File: config.mk
export PLATFORM = sky130hd
export DESIGN_NAME = return_rotate_subborrow_exec
export DESIGN_NICKNAME = d
export VERILOG_FILES = /design/src/exec_pkg.sv /design/src/return_rotate_subborrow_exec.sv /design/src/sbc_adder.sv
export SDC_FILE = /design/constraint.sdc
export NUM_CORES = 1
export LEC_CHECK = 0
export ABC_AREA = 1
export BUFFER_PORTS_ARGS = -buffer_cell sky130_fd_sc_hd__buf_2
export CAP_MARGIN = 20
export CORE_AREA = 2 2 74 76
export CTS_BUF_LIST = sky130_fd_sc_hd__clkbuf_2 sky130_fd_sc_hd__clkbuf_4 sky130_fd_sc_hd__clkbuf_8
export DETAILED_ROUTE_END_ITERATION = 8
export DIE_AREA = 0 0 76 78
export PLACE_DENSITY = 0.65
export SLEW_MARGIN = 15
export SYNTH_ARGS = -nofsm -noshare
export SYNTH_HDL_FRONTEND = slang
export SYNTH_SLANG_ARGS = --single-unit
export TNS_END_PERCENT = 100
File: constraint.sdc
create_clock -name ref_clk_in -period 4.4 [get_ports ref_clk_in]
set_input_delay 0.22 -clock ref_clk_in [delete_from_list [all_inputs] [get_ports ref_clk_in]]
set_output_delay 0.22 -clock ref_clk_in [all_outputs]
set_load 0.01 [all_outputs]
File: src/exec_pkg.sv
// constants shared by the return/rotate/subtract execution block
package exec_pkg;
  localparam int DATA_W = 8;
  localparam int ADDR_W = 6;
  localparam int PC_W = 10;
  localparam int NIB_TOP = 3;
  localparam int MSB = 7;
  localparam logic [7:0] ACC_RST = 8'h00;
  localparam logic [9:0] PC_RST = 10'h000;
  localparam logic [1:0] RET_CYCLES = 2'h2;
  localparam logic [0:0] DEST_ACC = 1'h0;
  localparam logic [0:0] DEST_REG = 1'h1;
  typedef enum logic [2:0] {
    OP_NONE,
    OP_RET,
    OP_RETURN_ENABLE_IRQ,
    OP_RETURN_WITH_LITERAL,
    OP_RLC,
    OP_RRC,
    OP_SBC_REG,
    OP_SBC_LIT
  } op_t;
endpackage : exec_pkg

File: src/return_rotate_subborrow_exec.sv
// execution of returns, rotates through carry and subtract-with-borrow
//
// Overview of operation
// - return_enable_irq reloads pc from stack top, sets global enable, two cycles
// - every return pops the return stack in the same cycle that pc takes the top entry
// - return_with_literal loads literal to accumulator, reloads pc, sets enable
// - subroutine_return reloads pc in two cycles, flags and enable untouched
// - rotate left: old carry into bit 0, bit 7 into carry, one cycle
// - rotate right: old carry into bit 7, bit 0 into carry, one cycle
// - destination bit zero writes accumulator, one writes the register back
// - register field is six bits, addressing file registers 0 to 63
// - register subtract: reg + ~acc + carry, routed by destination, flags
// - literal subtract: lit + ~acc + carry into accumulator, flags updated
`timescale 1ns/1ns
module return_rotate_subborrow_exec (
  // clock and reset
  input wire logic ref_clk_in,
  input wire logic rstn_in,
  // instruction issue
  input wire logic issue_in,
  input wire exec_pkg::op_t op_in,
  input wire logic [exec_pkg::ADDR_W-1:0] reg_addr_in,
  input wire logic dest_in,
  input wire logic [exec_pkg::DATA_W-1:0] literal_in,
  // return stack
  input wire logic [exec_pkg::PC_W-1:0] stack_top_in,
  output logic stack_pop_out,
  // file register port
  output logic [exec_pkg::ADDR_W-1:0] file_addr_out,
  input wire logic [exec_pkg::DATA_W-1:0] file_rdata_in,
  output logic file_we_out,
  output logic [exec_pkg::DATA_W-1:0] file_wdata_out,
  // core state
  output logic busy_out,
  output logic [exec_pkg::PC_W-1:0] pc_out,
  output logic [exec_pkg::DATA_W-1:0] accumulator_out,
  output logic global_irq_enable_out,
  output logic zero_flag_out,
  output logic half_carry_flag_out,
  output logic carry_flag_out
);

  // ---------------------------------------------------------------
  // return sequencer
  // ---------------------------------------------------------------
  typedef enum logic [1:0] {S_IDLE, S_RET2} state_t;
  state_t state;
  state_t next_state;
  exec_pkg::op_t ret_op;

  wire take = issue_in && (state == S_IDLE);
  wire is_ret = (op_in == exec_pkg::OP_RET) ||
                (op_in == exec_pkg::OP_RETURN_ENABLE_IRQ) ||
                (op_in == exec_pkg::OP_RETURN_WITH_LITERAL);
  wire ret_start = take && is_ret;
  wire ret_finish = (state == S_RET2);

  always_comb begin
    case (state)
      S_IDLE: next_state = ret_start ? S_RET2 : S_IDLE;
      S_RET2: next_state = S_IDLE;
      default: next_state = S_IDLE;
    endcase
  end

  // instructions offered while a return is in its second cycle are ignored
  assign busy_out = (state != S_IDLE);
  // pop in the second cycle, together with the pc load
  assign stack_pop_out = ret_finish;

  always_ff @(posedge ref_clk_in or negedge rstn_in) begin
    if (!rstn_in) begin
      state <= S_IDLE;
      ret_op <= exec_pkg::OP_NONE;
    end else begin
      state <= next_state;
      if (ret_start) begin
        ret_op <= op_in;
      end
    end
  end

  // ---------------------------------------------------------------
  // datapath
  // ---------------------------------------------------------------
  assign file_addr_out = reg_addr_in;

  wire is_rlc = take && (op_in == exec_pkg::OP_RLC);
  wire is_rrc = take && (op_in == exec_pkg::OP_RRC);
  wire is_sbr = take && (op_in == exec_pkg::OP_SBC_REG);
  wire is_sbl = take && (op_in == exec_pkg::OP_SBC_LIT);
  wire is_rot = is_rlc || is_rrc;
  wire is_sbc = is_sbr || is_sbl;

  wire [7:0] rot_left = {file_rdata_in[exec_pkg::MSB-1:0], carry_flag_out};
  wire [7:0] rot_right = {carry_flag_out, file_rdata_in[exec_pkg::MSB:1]};

  wire [7:0] sbc_a = is_sbl ? literal_in : file_rdata_in;
  wire [7:0] sbc_sum;
  wire sbc_half;
  wire sbc_carry;

  // subtraction as a + ~acc + c, so carry set means no borrow
  sbc_adder u_adder (
    .a_in(sbc_a),
    .b_in(~accumulator_out),
    .c_in(carry_flag_out),
    .sum_out(sbc_sum),
    .half_out(sbc_half),
    .carry_out(sbc_carry)
  );

  wire [7:0] result = is_rlc ? rot_left :
                      is_rrc ? rot_right : sbc_sum;
  wire next_carry = is_rlc ? file_rdata_in[exec_pkg::MSB] :
                    is_rrc ? file_rdata_in[0] : sbc_carry;

  // literal subtract always lands in the accumulator
  wire to_reg = (is_rot || is_sbr) && (dest_in == exec_pkg::DEST_REG);
  wire to_acc = is_sbl || ((is_rot || is_sbr) &&
                (dest_in == exec_pkg::DEST_ACC));

  assign file_we_out = to_reg;
  assign file_wdata_out = result;

  wire lit_ret = ret_finish && (ret_op == exec_pkg::OP_RETURN_WITH_LITERAL);
  wire irq_ret = ret_finish && ((ret_op == exec_pkg::OP_RETURN_ENABLE_IRQ) ||
                 (ret_op == exec_pkg::OP_RETURN_WITH_LITERAL));

  always_ff @(posedge ref_clk_in or negedge rstn_in) begin
    if (!rstn_in) begin
      pc_out <= exec_pkg::PC_RST;
    end else if (ret_finish) begin
      pc_out <= stack_top_in;
    end
  end

  always_ff @(posedge ref_clk_in or negedge rstn_in) begin
    if (!rstn_in) begin
      accumulator_out <= exec_pkg::ACC_RST;
    end else if (lit_ret) begin
      accumulator_out <= literal_in;
    end else if (to_acc) begin
      accumulator_out <= result;
    end
  end

  always_ff @(posedge ref_clk_in or negedge rstn_in) begin
    if (!rstn_in) begin
      global_irq_enable_out <= 1'b0;
    end else if (irq_ret) begin
      global_irq_enable_out <= 1'b1;
    end
  end

  always_ff @(posedge ref_clk_in or negedge rstn_in) begin
    if (!rstn_in) begin
      carry_flag_out <= 1'b0;
      half_carry_flag_out <= 1'b0;
      zero_flag_out <= 1'b0;
    end else begin
      if (is_rot || is_sbc) begin
        carry_flag_out <= next_carry;
      end
      if (is_sbc) begin
        half_carry_flag_out <= sbc_half;
        zero_flag_out <= (sbc_sum == 8'h00);
      end
    end
  end
endmodule : return_rotate_subborrow_exec

File: src/sbc_adder.sv
// 8-bit add with carry-in, reporting nibble and byte carries
`timescale 1ns/1ns
module sbc_adder (
  // operands
  input wire logic [7:0] a_in,
  input wire logic [7:0] b_in,
  input wire logic c_in,
  // results
  output logic [7:0] sum_out,
  output logic half_out,
  output logic carry_out
);
  wire [4:0] low = {1'b0, a_in[3:0]} + {1'b0, b_in[3:0]} + {4'h0, c_in};
  wire [4:0] high = {1'b0, a_in[7:4]} + {1'b0, b_in[7:4]} + {4'h0, low[4]};
  assign sum_out = {high[3:0], low[3:0]};
  assign half_out = low[4];
  assign carry_out = high[4];
endmodule : sbc_adder
==> out/qor.yml, run 1 <==
power_and_ir_drop:
  p_total_mw: 1.31
  p_leak_nw: 1.34
  irDropWorstVdd_v: 0.000243
  power_density_nw_per_um2: 547
worst_setup_path:
  cp_max_fo: 6
  cp_num_buf_inv: 1
  crit_arrival_ns: 3.86
  path_class: "flop to primary output"
  cpMaxStageDelayCell: "fa_1"
  cp-end-kind: "primary output"
  start_kind: "flop"
  worstPathCellList: "nor2_4 > nand3_1 > nand2_1 > o21ai_0 > fa_1 > fa_1 > o21ai_0 > a21oi_1 > fa_1 > fa_1 > xor2_1 > nand2b_1 > a21boi_0 > buf_2"
  cp_slowest_stage_delay_ns: 0.44
  crit_top_cell: "fa_1"
  worstPathRequired_ns: 4.18
  critPathTopFamily: "adder cells"
final_layout:
  drive_gt1_share_pct: 28.3
  final_util_pct: 47.3
  fin_nets: 371
  final_cell_mix: "70 x nand2_1, 65 x buf_2, 51 x inv_1"
  mostFrequentLayoutCell: "nand2_1"
  antenna_cells: 0
  area_growth_pct: 21.6
die:
  die_h_um: 78
  core_area_sq_um: 5040
  die_w_um: 76
  io_pins: 78
  fp-row-count: 26
  dieArea_sq_um: 5930
  start_util_pct: 38.9
placed_design:
  pre_cts_slack_ns: 0.541
  gp_congestion: 0.881
  port_buffers: 65
  dpl.hpwl_um: 3880
timing:
  setup_viol: 0
  fin_crit_ns: 4.08
  fmax_ghz: 0.245
  setup_slack_ns: 0.316
  slew_headroom_pct: 59.8
  hold_viol: 0
  finClkSkew_ns: 0.0143
  period_share_pct: 92.8
  slew_viol_final: 0
  worst_pin_slew_ns: 0.603
  whs_ns: 0.172
  rsz0062_at_grt: "false"
  tns_ns: 0
synth:
  ys_warn_count: 0
  netlist_area_sq_um: 1960
  ys_ff_latch: 26
  yosysSeqAreaShare_pct: 33.1
  synth_xor_xnor_area_share_pct: 0.892
  synth.area.mux_share_pct: 5.74
  synth_top_family_by_area: "simple AND/OR/NAND/NOR gates"
  synthAdderAreaFrac_pct: 7.90
  netlist-cell-type-count: 28
  synth_compound_area_share_pct: 11.2
  syn_nets: 309
  synthCells: 260
  synthSimpleGateAreaFrac_pct: 26.8
  synth_area_per_cell_sq_um: 7.55
cts:
  cts_buffer_depth: 2
  clk_pin_slew_worst_paths_ns: 0.09
  numCtsBuffers: 3
  root_buffer: "clkbuf_8"
  cts_tree: "done"
  cts-htree-levels: 1
  clock_latency_ns: 0.29
  cts_resized: 0
  clkSinkCount: 26
detailed_routing:
  drcViolationCount: 0
  top_layer: "met4"
  drtIter0Drc: 77
  dr.pass1.iters: 4
  route.met3.wl_um: 422
  wl_per_cell_um: 12.7
  vias_per_cell: 4.72
  postRouteAntennaNets: 0
  met1Wirelength_um: 2220
  via_count: 1845
  wl_um: 4960
  wl_met2_um: 2280
job:
  drv_cap: 0
global_routing:
  grt_pass1_wl_um: 8290
  track_usage_pct: 17.1
  grt-ovfl-total: 0
  grt_antenna_before_repair: 0
  grt_pass1_vias: 1776
  grt_max_degree: 27
hold_path:
  hold_path_class: "input pin to flop"
outcome:
  status: "completed"
## final timing paths
path / from / endpoint / slack (ns) / depth (start not counted)
max: state[0]$_DFF_PN0_ / file_wdata_out[6] / 0.32 / 14
min: stack_top_in[5] / pc_out[5]$_DFFE_PN0P_ / 0.17 / 2
max reg2reg: state[0]$_DFF_PN0_ / zero_flag_out$_DFFE_PN0P_ / 0.77 / 16
min reg2reg: global_irq_enable_out$_DFFE_PN0P_ / global_irq_enable_out$_DFFE_PN0P_ / 0.48 / 2
max in group asynchronous: rstn_in / pc_out[4]$_DFFE_PN0P_ / 3.52 / 2
min in group asynchronous: rstn_in / accumulator_out[5]$_DFFE_PN0P_ / 0.47 / 2
## synthesized netlist by cell type, drive strengths merged
cell type  instances  share of area [%]
nand2             71                 14
inv               52                9.9
dfrtp             26                 33
o21ai             19                4.8
nand3             18                5.1
nor2              17                5.2
buf               11                4.3
mux2              10                5.7
a21boi             7                2.7
ha                 6                3.8
o211ai             6                2.3
a21oi              4                1.0
fa                 4                4.1
nand2b             2               0.64
xor2               2               0.89
a22oi              1               0.38
and2               1               0.32
nand4              1               0.32
nor3               1               0.25
nor4               1                1.1
## report_power, final
part	internal [mW]	switching (mW)	total, mW
Sequential	0.306	0.0542	0.361
Clock	0.122	0.0867	0.209
Combinational	0.313	0.424	0.737
Total	0.741	0.565	1.31
## state kept, by name (all words and copies together), names as in the netlist
name / flops
accumulator_out: 8
carry_flag_out: 1
global_irq_enable_out: 1
half_carry_flag_out: 1
pc_out: 10
ret_op: 3
state: 1
zero_flag_out: 1
## layer usage
metal  up-vias  track usage [%]
met3         6             4.77
met1       834             21.8
met2        74             29.9
li1        931                -
met5         -                0
met4         0             2.36
## final cells by class
class | count | area (sq um)
fill | 508 | 2660
tap | 70 | 87.6
clock inverter | 1 | 30.0
timing repair buffer | 68 | 350
clock buffer | 3 | 41.3
inverter | 52 | 195
multi-input combinational | 171 | 1030
sequential | 26 | 651
## timing repair
item                                   in CTS  in global routing
hold buffers                                1                  0
buffers inserted                            0                  0
endpoints found under the hold margin      26                  0
## per-stage QoR
step,cells,area (sq um)
after floorplan,260,1960
after global placement,386,2310
after detailed placement,386,2310
final,391,2390
after global routing,391,2390
after CTS,391,2390
## worst reg2reg max path: cells and delay by family (launching register included)
family | cells | cell delay [ns]
compound gates | 3 | 0.40
fa+ha+maj | 4 | 1.78
buf+inv | 1 | 0.05
simple gates | 8 | 0.96
flops | 1 | 0.41
## cells by family after synthesis
logic type	after synthesis
and+or+nand+nor	112
buffers and inverters	63
AOI/OAI and AO/OA	37
DFF	26
muxes	10
adders and majority gates	10
xor gates and xnor gates	2
No activity file was read; power rests on OpenSTA's default activity.
==> run 2, diff against run 1 <==
- CORE_AREA: 2 2 74 76 -> 2 2 72 74
- DIE_AREA: 0 0 76 78 -> 0 0 74 76
- PLACE_DENSITY: 0.65 -> 0.66
- SYNTH_HIERARCHICAL: unset -> 1
==> out/qor.yml, run 2 <==
detailed_routing:
  postRouteAntennaNets: 0  # unchanged
  vias_per_cell: 4.63  # was 4.72
  wl_per_cell_um: 11.7  # was 12.7 um
  wl_um: 4680  # was 4960 um
  dr.pass1.iters: 4  # unchanged
  drcViolationCount: 0  # unchanged
  via_count: 1847  # was 1845
  drtIter0Drc: 80  # was 77
cts:
  numCtsBuffers: 3  # unchanged
  cts-htree-levels: 1  # unchanged
  cts_tree: "done"  # unchanged
  cts_buffer_depth: 2  # unchanged
  root_buffer: "clkbuf_8"  # unchanged
  clock_latency_ns: 0.27  # was 0.29 ns
  clk_pin_slew_worst_paths_ns: 0.10  # was 0.09 ns
  clkSinkCount: 26  # unchanged
  post_cts_buffers: 0  # unchanged
global_routing:
  track_usage_pct: 17.1  # about the same
  grt_max_degree: 27  # unchanged
  grt_pass1_wl_um: 7650  # was 8290 um
  grt_pass1_vias: 1779  # was 1776
  grt_antenna_before_repair: 0  # unchanged
  grt-ovfl-total: 0  # unchanged
synth:
  synth.cells.most_frequent: "93 x nand2_1, 49 x inv_1, 26 x dfrtp_1, 16 x nand3_1, 12 x o21ai_0"  # was 70 x nand2_1, 51 x inv_1, 26 x dfrtp_1, 17 x o21ai_0, 16 x nand3_1
  ys_ff_latch: 26  # unchanged
  yosysSeqAreaShare_pct: 34.6  # was 33.1%
  yosys.area.top_type: "dfrtp_1"  # unchanged
  synthArstFlopShare_pct: 100  # unchanged
  synth-main-ff-cell: "dfrtp_1"  # unchanged
  synth-edff-count: 0  # unchanged
  syn_nets: 318  # was 309
  netlist-cell-type-count: 31  # was 28
  netlist_area_sq_um: 1880  # was 1960 sq um
  yosysMostFrequentCell: "nand2_1"  # unchanged
  synth_area_per_cell_sq_um: 6.98  # was 7.55 sq um
  ys_warn_count: 6  # was 0
  synth_top_area_share_pct: 34.6  # was 33.1%
  synth_area_leaders: "dfrtp_1 35%, nand2_1 19%, inv_1 9.8%"  # was dfrtp_1 33%, nand2_1 13%, inv_1 9.8%
  synthCells: 269  # was 260
worst_setup_path:
  worstPathCellList: "inv_4 > nand3_4 > nor2_4 > nand2_4 > o21ai_0 > inv_1 > fa_1 > inv_1 > fa_1 > a21oi_1 > o21bai_1 > fa_1 > inv_1 > fa_1 > xnor2_2 > nand2_1 > nand2_1 > and2_1 > buf_2"  # was nor2_4 > nand3_1 > nand2_1 > o21ai_0 > fa_1 > fa_1 > o21ai_0 > a21oi_1 > fa_1 > fa_1 > xor2_1 > nand2b_1 > a21boi_0 > buf_2
  r2r_start: "state[0]$_DFF_PN0_"  # unchanged
  r2r_end: "zero_flag_out$_DFFE_PN0P_"  # unchanged
  cp-end-kind: "primary output"  # unchanged
  cp_num_buf_inv: 5  # was 1
  cpMaxStageDelayCell: "dfrtp_1"  # was fa_1
  crit_arrival_ns: 3.85  # was 3.86 ns
  cp.depth: 19  # was 14
  reg2reg_slack_ns: 0.67  # was 0.77 ns
  rr_worst_depth: 18  # was 16
  cp_slowest_stage_delay_ns: 0.42  # was 0.44 ns
  cp-endpoint: "file_wdata_out[6]"  # unchanged
  path_class: "flop to primary output"  # unchanged
  start_kind: "flop"  # unchanged
  critPathTopFamily: "adder cells"  # unchanged
  worstPathRequired_ns: 4.18  # about the same
  crit_top_cell: "fa_1"  # unchanged
  cp_max_fo: 16  # was 6
  crit_start: "state[0]$_DFF_PN0_"  # unchanged
final_layout:
  fillers: 515  # was 508
  area_growth_pct: 23.8  # was 21.6%
  largest_registers: "pc_out x10, accumulator_out x8, ret_op x3"  # unchanged
  fin_nets: 379  # was 371
  drive_gt1_share_pct: 25.2  # was 28.3%
  top_register: "pc_out"  # unchanged
  finalInstanceArea_sq_um: 2320  # was 2390 sq um
  final_cell_mix: "93 x nand2_1, 65 x buf_2, 49 x inv_1"  # was 70 x nand2_1, 65 x buf_2, 51 x inv_1
  final_util_pct: 47.3  # about the same
  mostFrequentLayoutCell: "nand2_1"  # unchanged
  largest_reg_flops: 10  # unchanged
  antenna_cells: 0  # unchanged
power_and_ir_drop:
  p_leak_nw: 1.36  # was 1.34 nW
  p_int_mw: 0.748  # was 0.741 mW
  power_density_nw_per_um2: 565  # was 547 nW/um^2
  p_total_mw: 1.31  # about the same
  combinationalPowerShare_pct: 58.5  # was 56.4%
  clkPwrFrac_pct: 15.3  # was 16.0%
  irDropWorstVdd_v: 0.000198  # was 0.000243 V
  seq_power_share_pct: 26.2  # was 27.6%
  switching_share_pct: 43.0  # was 43.3%
  p_switching_mw: 0.565  # about the same
timing:
  slew_headroom_pct: 60.7  # was 59.8%
  period_share_pct: 92.6  # was 92.8%
  fin_crit_ns: 4.07  # was 4.08 ns
  rsz0062_at_grt: "false"  # unchanged
  finClkSkew_ns: 0.00654  # was 0.0143 ns
  worst_pin_slew_ns: 0.589  # was 0.603 ns
  setup_viol: 0  # unchanged
  slew_viol_final: 0  # unchanged
  hold_viol: 0  # unchanged
  fmax_ghz: 0.246  # was 0.245 GHz
  whs_ns: 0.140  # was 0.172 ns
  tns_ns: 0  # unchanged
placed_design:
  gp_congestion: 0.828  # was 0.881
  port_buffers: 65  # unchanged
  place_area_sq_um: 2230  # was 2310 sq um
  dpl.hpwl_um: 3690  # was 3880 um
job:
  drv_cap: 0  # unchanged
die:
  die_w_um: 74  # was 76 um
  dieArea_sq_um: 5620  # was 5930 sq um
  die_h_um: 76  # was 78 um
  fp-row-count: 26  # unchanged
  io_pins: 78  # unchanged
  start_util_pct: 38.2  # was 38.9%
  core_area_sq_um: 4910  # was 5040 sq um
hold_path:
  hold_path_class: "input pin to flop"  # unchanged
  holdPathStages: 3  # was 2
outcome:
  status: "completed"  # unchanged
## run 2: changes by cell type after synthesis, sizes merged, moves of 3 or more
cell    change
nand2      +24
mux2       -10
o21ai       -5
or2         +3
nor2        -8
o22ai       +5
a21oi       +5
a21boi      -5
o211ai      -6
o21bai      +5
## run 2: worst min-delay path: stages
cell     delay (ns)
buf_2          0.07
nand2_1        0.04
nand2_1        0.05
## run 2: what timing repair did
item | CTS | global route
hold buffers | 1 | 0
setup endpoints to repair | 0 | 2
hold endpoints to repair | 26 | 0
gates resized for setup | 0 | 3
## run 2: layer usage
metal	wire, um	track usage, %	up-vias
met3	343	3.97	6
met2	2070	25.9	73
met4	32	5.45	0
li1	-	-	947
met5	0	0	-
met1	2240	23.9	821
## run 2: power by group through the flow
stage	registers, mW	clock network (mW)	logic, mW
2_1_floorplan	0.379	0	0.472
3_3_place_gp	0.349	0	0.746
3_5_place_dp	0.349	0	0.753
4_1_cts	0.345	0.208	0.758
5_1_grt	0.356	0.217	0.874
6_report	0.344	0.200	0.768
## run 2: through the flow
stage / instances / setup slack (ns)
floorplan: 269 / 0.886
global placement: 394 / 0.634
detailed placement: 394 / 0.484
CTS: 399 / 0.165
global route: 399 / 0.0362
finish: 399 / 0.327
## run 2: worst min-delay path by stage
stage                                from                                 to  slack [ns]
final                     stack_top_in[8]              pc_out[8]$_DFFE_PN0P_        0.14
after global routing      stack_top_in[0]              pc_out[0]$_DFFE_PN0P_        0.13
after CTS                 stack_top_in[8]              pc_out[8]$_DFFE_PN0P_        0.13
after detailed placement          rstn_in  global_irq_enable_out$_DFFE_PN0P_        0.27
after global placement            rstn_in  global_irq_enable_out$_DFFE_PN0P_        0.26
after floorplan                   rstn_in     accumulator_out[0]$_DFFE_PN0P_       -0.08
## run 2: cell type report
type	count	area, sq um	area share [%]
timing repair buffer	67	343	14.7
sequential	26	651	28.0
inverter	53	201	8.67
tap	70	87.6	3.77
clock inverter	1	30.0	1.29
multi-input combinational	179	971	41.8
clock buffer	3	41.3	1.78
## run 2: cells by family (layout without fill, tap and decap cells)
kind of cell / count (synthesis) / after routing / synth area share [%]
simple gates: 131 / 131 / 30.8
buf+inv: 64 / 124 / 14.3
compound gates: 36 / 36 / 11.1
flops: 26 / 26 / 34.6
fa+ha+maj: 10 / 10 / 8.26
xor+xnor: 2 / 2 / 0.933
==> run 3, diff against run 2 <==
==> constraint.sdc (replaced) <==
create_clock -name ref_clk_in -period 4.4 [get_ports ref_clk_in]
set_input_delay 0 -clock ref_clk_in [delete_from_list [all_inputs] [get_ports ref_clk_in]]
set_output_delay 0 -clock ref_clk_in [all_outputs]
set_load 0.01 [all_outputs]
==> out/qor.yml, run 3 (synthesis gave the netlist of run 2 again) <==
worst_setup_path:
  path_class: "flop to primary output"  # unchanged
  cp_slowest_stage_delay_ns: 0.41  # was 0.42 ns
  crit_arrival_ns: 4.03  # was 3.85 ns
  crit_top_cell: "fa_1"  # unchanged
  worstPathRequired_ns: 4.40  # was 4.18 ns
  cpMaxStageDelayCell: "fa_1"  # was dfrtp_1
  rr_worst_depth: 18  # unchanged
  worstPathCellList: "inv_2 > nand3_4 > nor2_4 > nand2_2 > o21ai_0 > inv_1 > fa_1 > inv_1 > fa_1 > a21oi_1 > o21bai_1 > fa_1 > inv_1 > fa_1 > xnor2_1 > nand2_1 > nand2_1 > and2_1 > buf_2"  # was inv_4 > nand3_4 > nor2_4 > nand2_4 > o21ai_0 > inv_1 > fa_1 > inv_1 > fa_1 > a21oi_1 > o21bai_1 > fa_1 > inv_1 > fa_1 > xnor2_2 > nand2_1 > nand2_1 > and2_1 > buf_2
  start_kind: "flop"  # unchanged
  r2r_start: "state[0]$_DFF_PN0_"  # unchanged
  cp_max_fo: 16  # unchanged
  cp-end-kind: "primary output"  # unchanged
  r2r_end: "zero_flag_out$_DFFE_PN0P_"  # unchanged
  reg2reg_slack_ns: 0.61  # was 0.67 ns
global_routing:
  grt_pass1_vias: 1860  # was 1779
  track_usage_pct: 18.1  # was 17.1%
  grt_antenna_before_repair: 0  # unchanged
  grt_pass1_wl_um: 8100  # was 7650 um
  grt_max_degree: 27  # unchanged
  grt-ovfl-total: 0  # unchanged
hold_path:
  holdPathStages: 0  # was 3
  hold_path_class: "input pin to primary output"  # was input pin to flop
  hp-start: "reg_addr_in[2]"  # was stack_top_in[8]
  hold_end: "file_addr_out[2]"  # was pc_out[8]$_DFFE_PN0P_
final_layout:
  top_register: "pc_out"  # unchanged
  drive_gt1_share_pct: 24.1  # was 25.2%
  fin_nets: 390  # was 379
  final_cell_mix: "93 x nand2_1, 65 x buf_2, 49 x inv_1"  # unchanged
  largest_registers: "pc_out x10, accumulator_out x8, ret_op x3"  # unchanged
  fillers: 510  # was 515
  antenna_cells: 0  # unchanged
  mostFrequentLayoutCell: "nand2_1"  # unchanged
  largest_reg_flops: 10  # unchanged
  area_growth_pct: 28.0  # was 23.8%
cts:
  cts_tree: "done"  # unchanged
  clkSinkCount: 26  # unchanged
  root_buffer: "clkbuf_8"  # unchanged
  numCtsBuffers: 3  # unchanged
  cts_buffer_depth: 2  # unchanged
  clock_latency_ns: 0.28  # was 0.27 ns
  clk_pin_slew_worst_paths_ns: 0.10  # about the same
  cts-htree-levels: 1  # unchanged
placed_design:
  dpl.hpwl_um: 3700  # was 3690 um
  port_buffers: 65  # unchanged
  gp_congestion: 0.867  # was 0.828
  pre_cts_slack_ns: 0.611  # was 0.484 ns
die:
  die_w_um: 74  # unchanged
  core_area_sq_um: 4910  # unchanged
  fp-row-count: 26  # unchanged
  start_util_pct: 38.2  # unchanged
  io_pins: 78  # unchanged
  dieArea_sq_um: 5620  # unchanged
  die_h_um: 76  # unchanged
power_and_ir_drop:
  irDropWorstVdd_v: 0.000178  # was 0.000198 V
  p_leak_nw: 1.39  # was 1.36 nW
  power_density_nw_per_um2: 527  # was 565 nW/um^2
timing:
  period_share_pct: 91.5  # was 92.6%
  hold_viol: 0  # unchanged
  fin_crit_ns: 4.03  # was 4.07 ns
  rsz0062_at_grt: "false"  # unchanged
  slew_headroom_pct: 60.7  # about the same
  worst_pin_slew_ns: 0.590  # was 0.589 ns
  tns_ns: 0  # unchanged
  slew_viol_final: 0  # unchanged
  setup_viol: 0  # unchanged
  finClkSkew_ns: 0.00748  # was 0.00654 ns
  fmax_ghz: 0.248  # was 0.246 GHz
  setup_slack_ns: 0.374  # was 0.327 ns
outcome:
  status: "completed"  # unchanged
job:
  drv_cap: 0  # unchanged
detailed_routing:
  wl_um: 4850  # was 4680 um
  drtIter0Drc: 85  # was 80
  dr.pass1.iters: 4  # unchanged
  drcViolationCount: 0  # unchanged
  vias_per_cell: 4.60  # was 4.63
  postRouteAntennaNets: 0  # unchanged
  via_count: 1884  # was 1847
  wl_per_cell_um: 11.8  # was 11.7 um
## run 3: changes by cell type in the layout (fill, tap and decap cells not counted), sizes merged
cell         previous run  this run
bufinv                  1         0
clkbuf                  3         4
dlygate4sd3             1        12
## run 3: final cells by class
cell class	instances	area, sq um	area share [%]
Clock buffer	4	55.1	2.29
Inverter	53	199	8.28
Multi-Input combinational cell	179	958	39.9
Sequential cell	26	651	27.1
Tap cell	70	87.6	3.64
Timing Repair Buffer	78	453	18.8
## run 3: critical path, delay by kind of cell, from the launching register on
family,cells,cell delay (ns)
compound gates,3,0.50
fa+ha+maj,4,1.27
simple gates,6,0.82
buf+inv,5,0.53
xor+xnor,1,0.21
flops,1,0.40
## run 3: through the flow
step	hold slack (ns)	area (sq um)	util, %	total power [mW]	cells
finish	0.00000335	2400	48.9	1.27	410
global placement	0.0000686	2230	45.4	1.10	394
CTS	0.0000686	2400	48.9	1.28	410
global route	0.0000262	2400	48.9	1.40	410
floorplan	-0.296	1880	-	0.851	269
detailed placement	0.0000686	2230	45.4	1.11	394
## run 3: worst max-delay path by stage
stage / from / end / slack, ns / depth (start not counted)
after floorplan: state[0]$_DFF_PN0_ / zero_flag_out$_DFFE_PN0P_ / 0.98 / 19
after global placement: state[0]$_DFF_PN0_ / zero_flag_out$_DFFE_PN0P_ / 0.81 / 18
after detailed placement: state[0]$_DFF_PN0_ / zero_flag_out$_DFFE_PN0P_ / 0.61 / 18
after CTS: state[0]$_DFF_PN0_ / file_wdata_out[6] / 0.34 / 19
after global routing: state[0]$_DFF_PN0_ / file_wdata_out[6] / 0.05 / 19
final: state[0]$_DFF_PN0_ / file_wdata_out[6] / 0.37 / 19
## run 3: routing by layer
metal  GRT usage, %  share of wire (%)  vias up
met2           28.7                 46       74
met4           5.82                1.2        0
met1           24.3                 44      839
li1               -                  -      966
met5              0                  0        -
met3           4.23                8.7        5
## run 3: power breakdown
part	total (mW)	internal (mW)	switching [mW]
registers	0.347	0.305	0.0417
logic	0.758	0.321	0.438
clock network	0.162	0.0804	0.0817
## run 3: what timing repair did
item | CTS | global route
hold buffers | 12 | 0
buffers inserted | 0 | 0
gates resized for setup | 0 | 0
endpoints found under the hold margin | 37 | 0
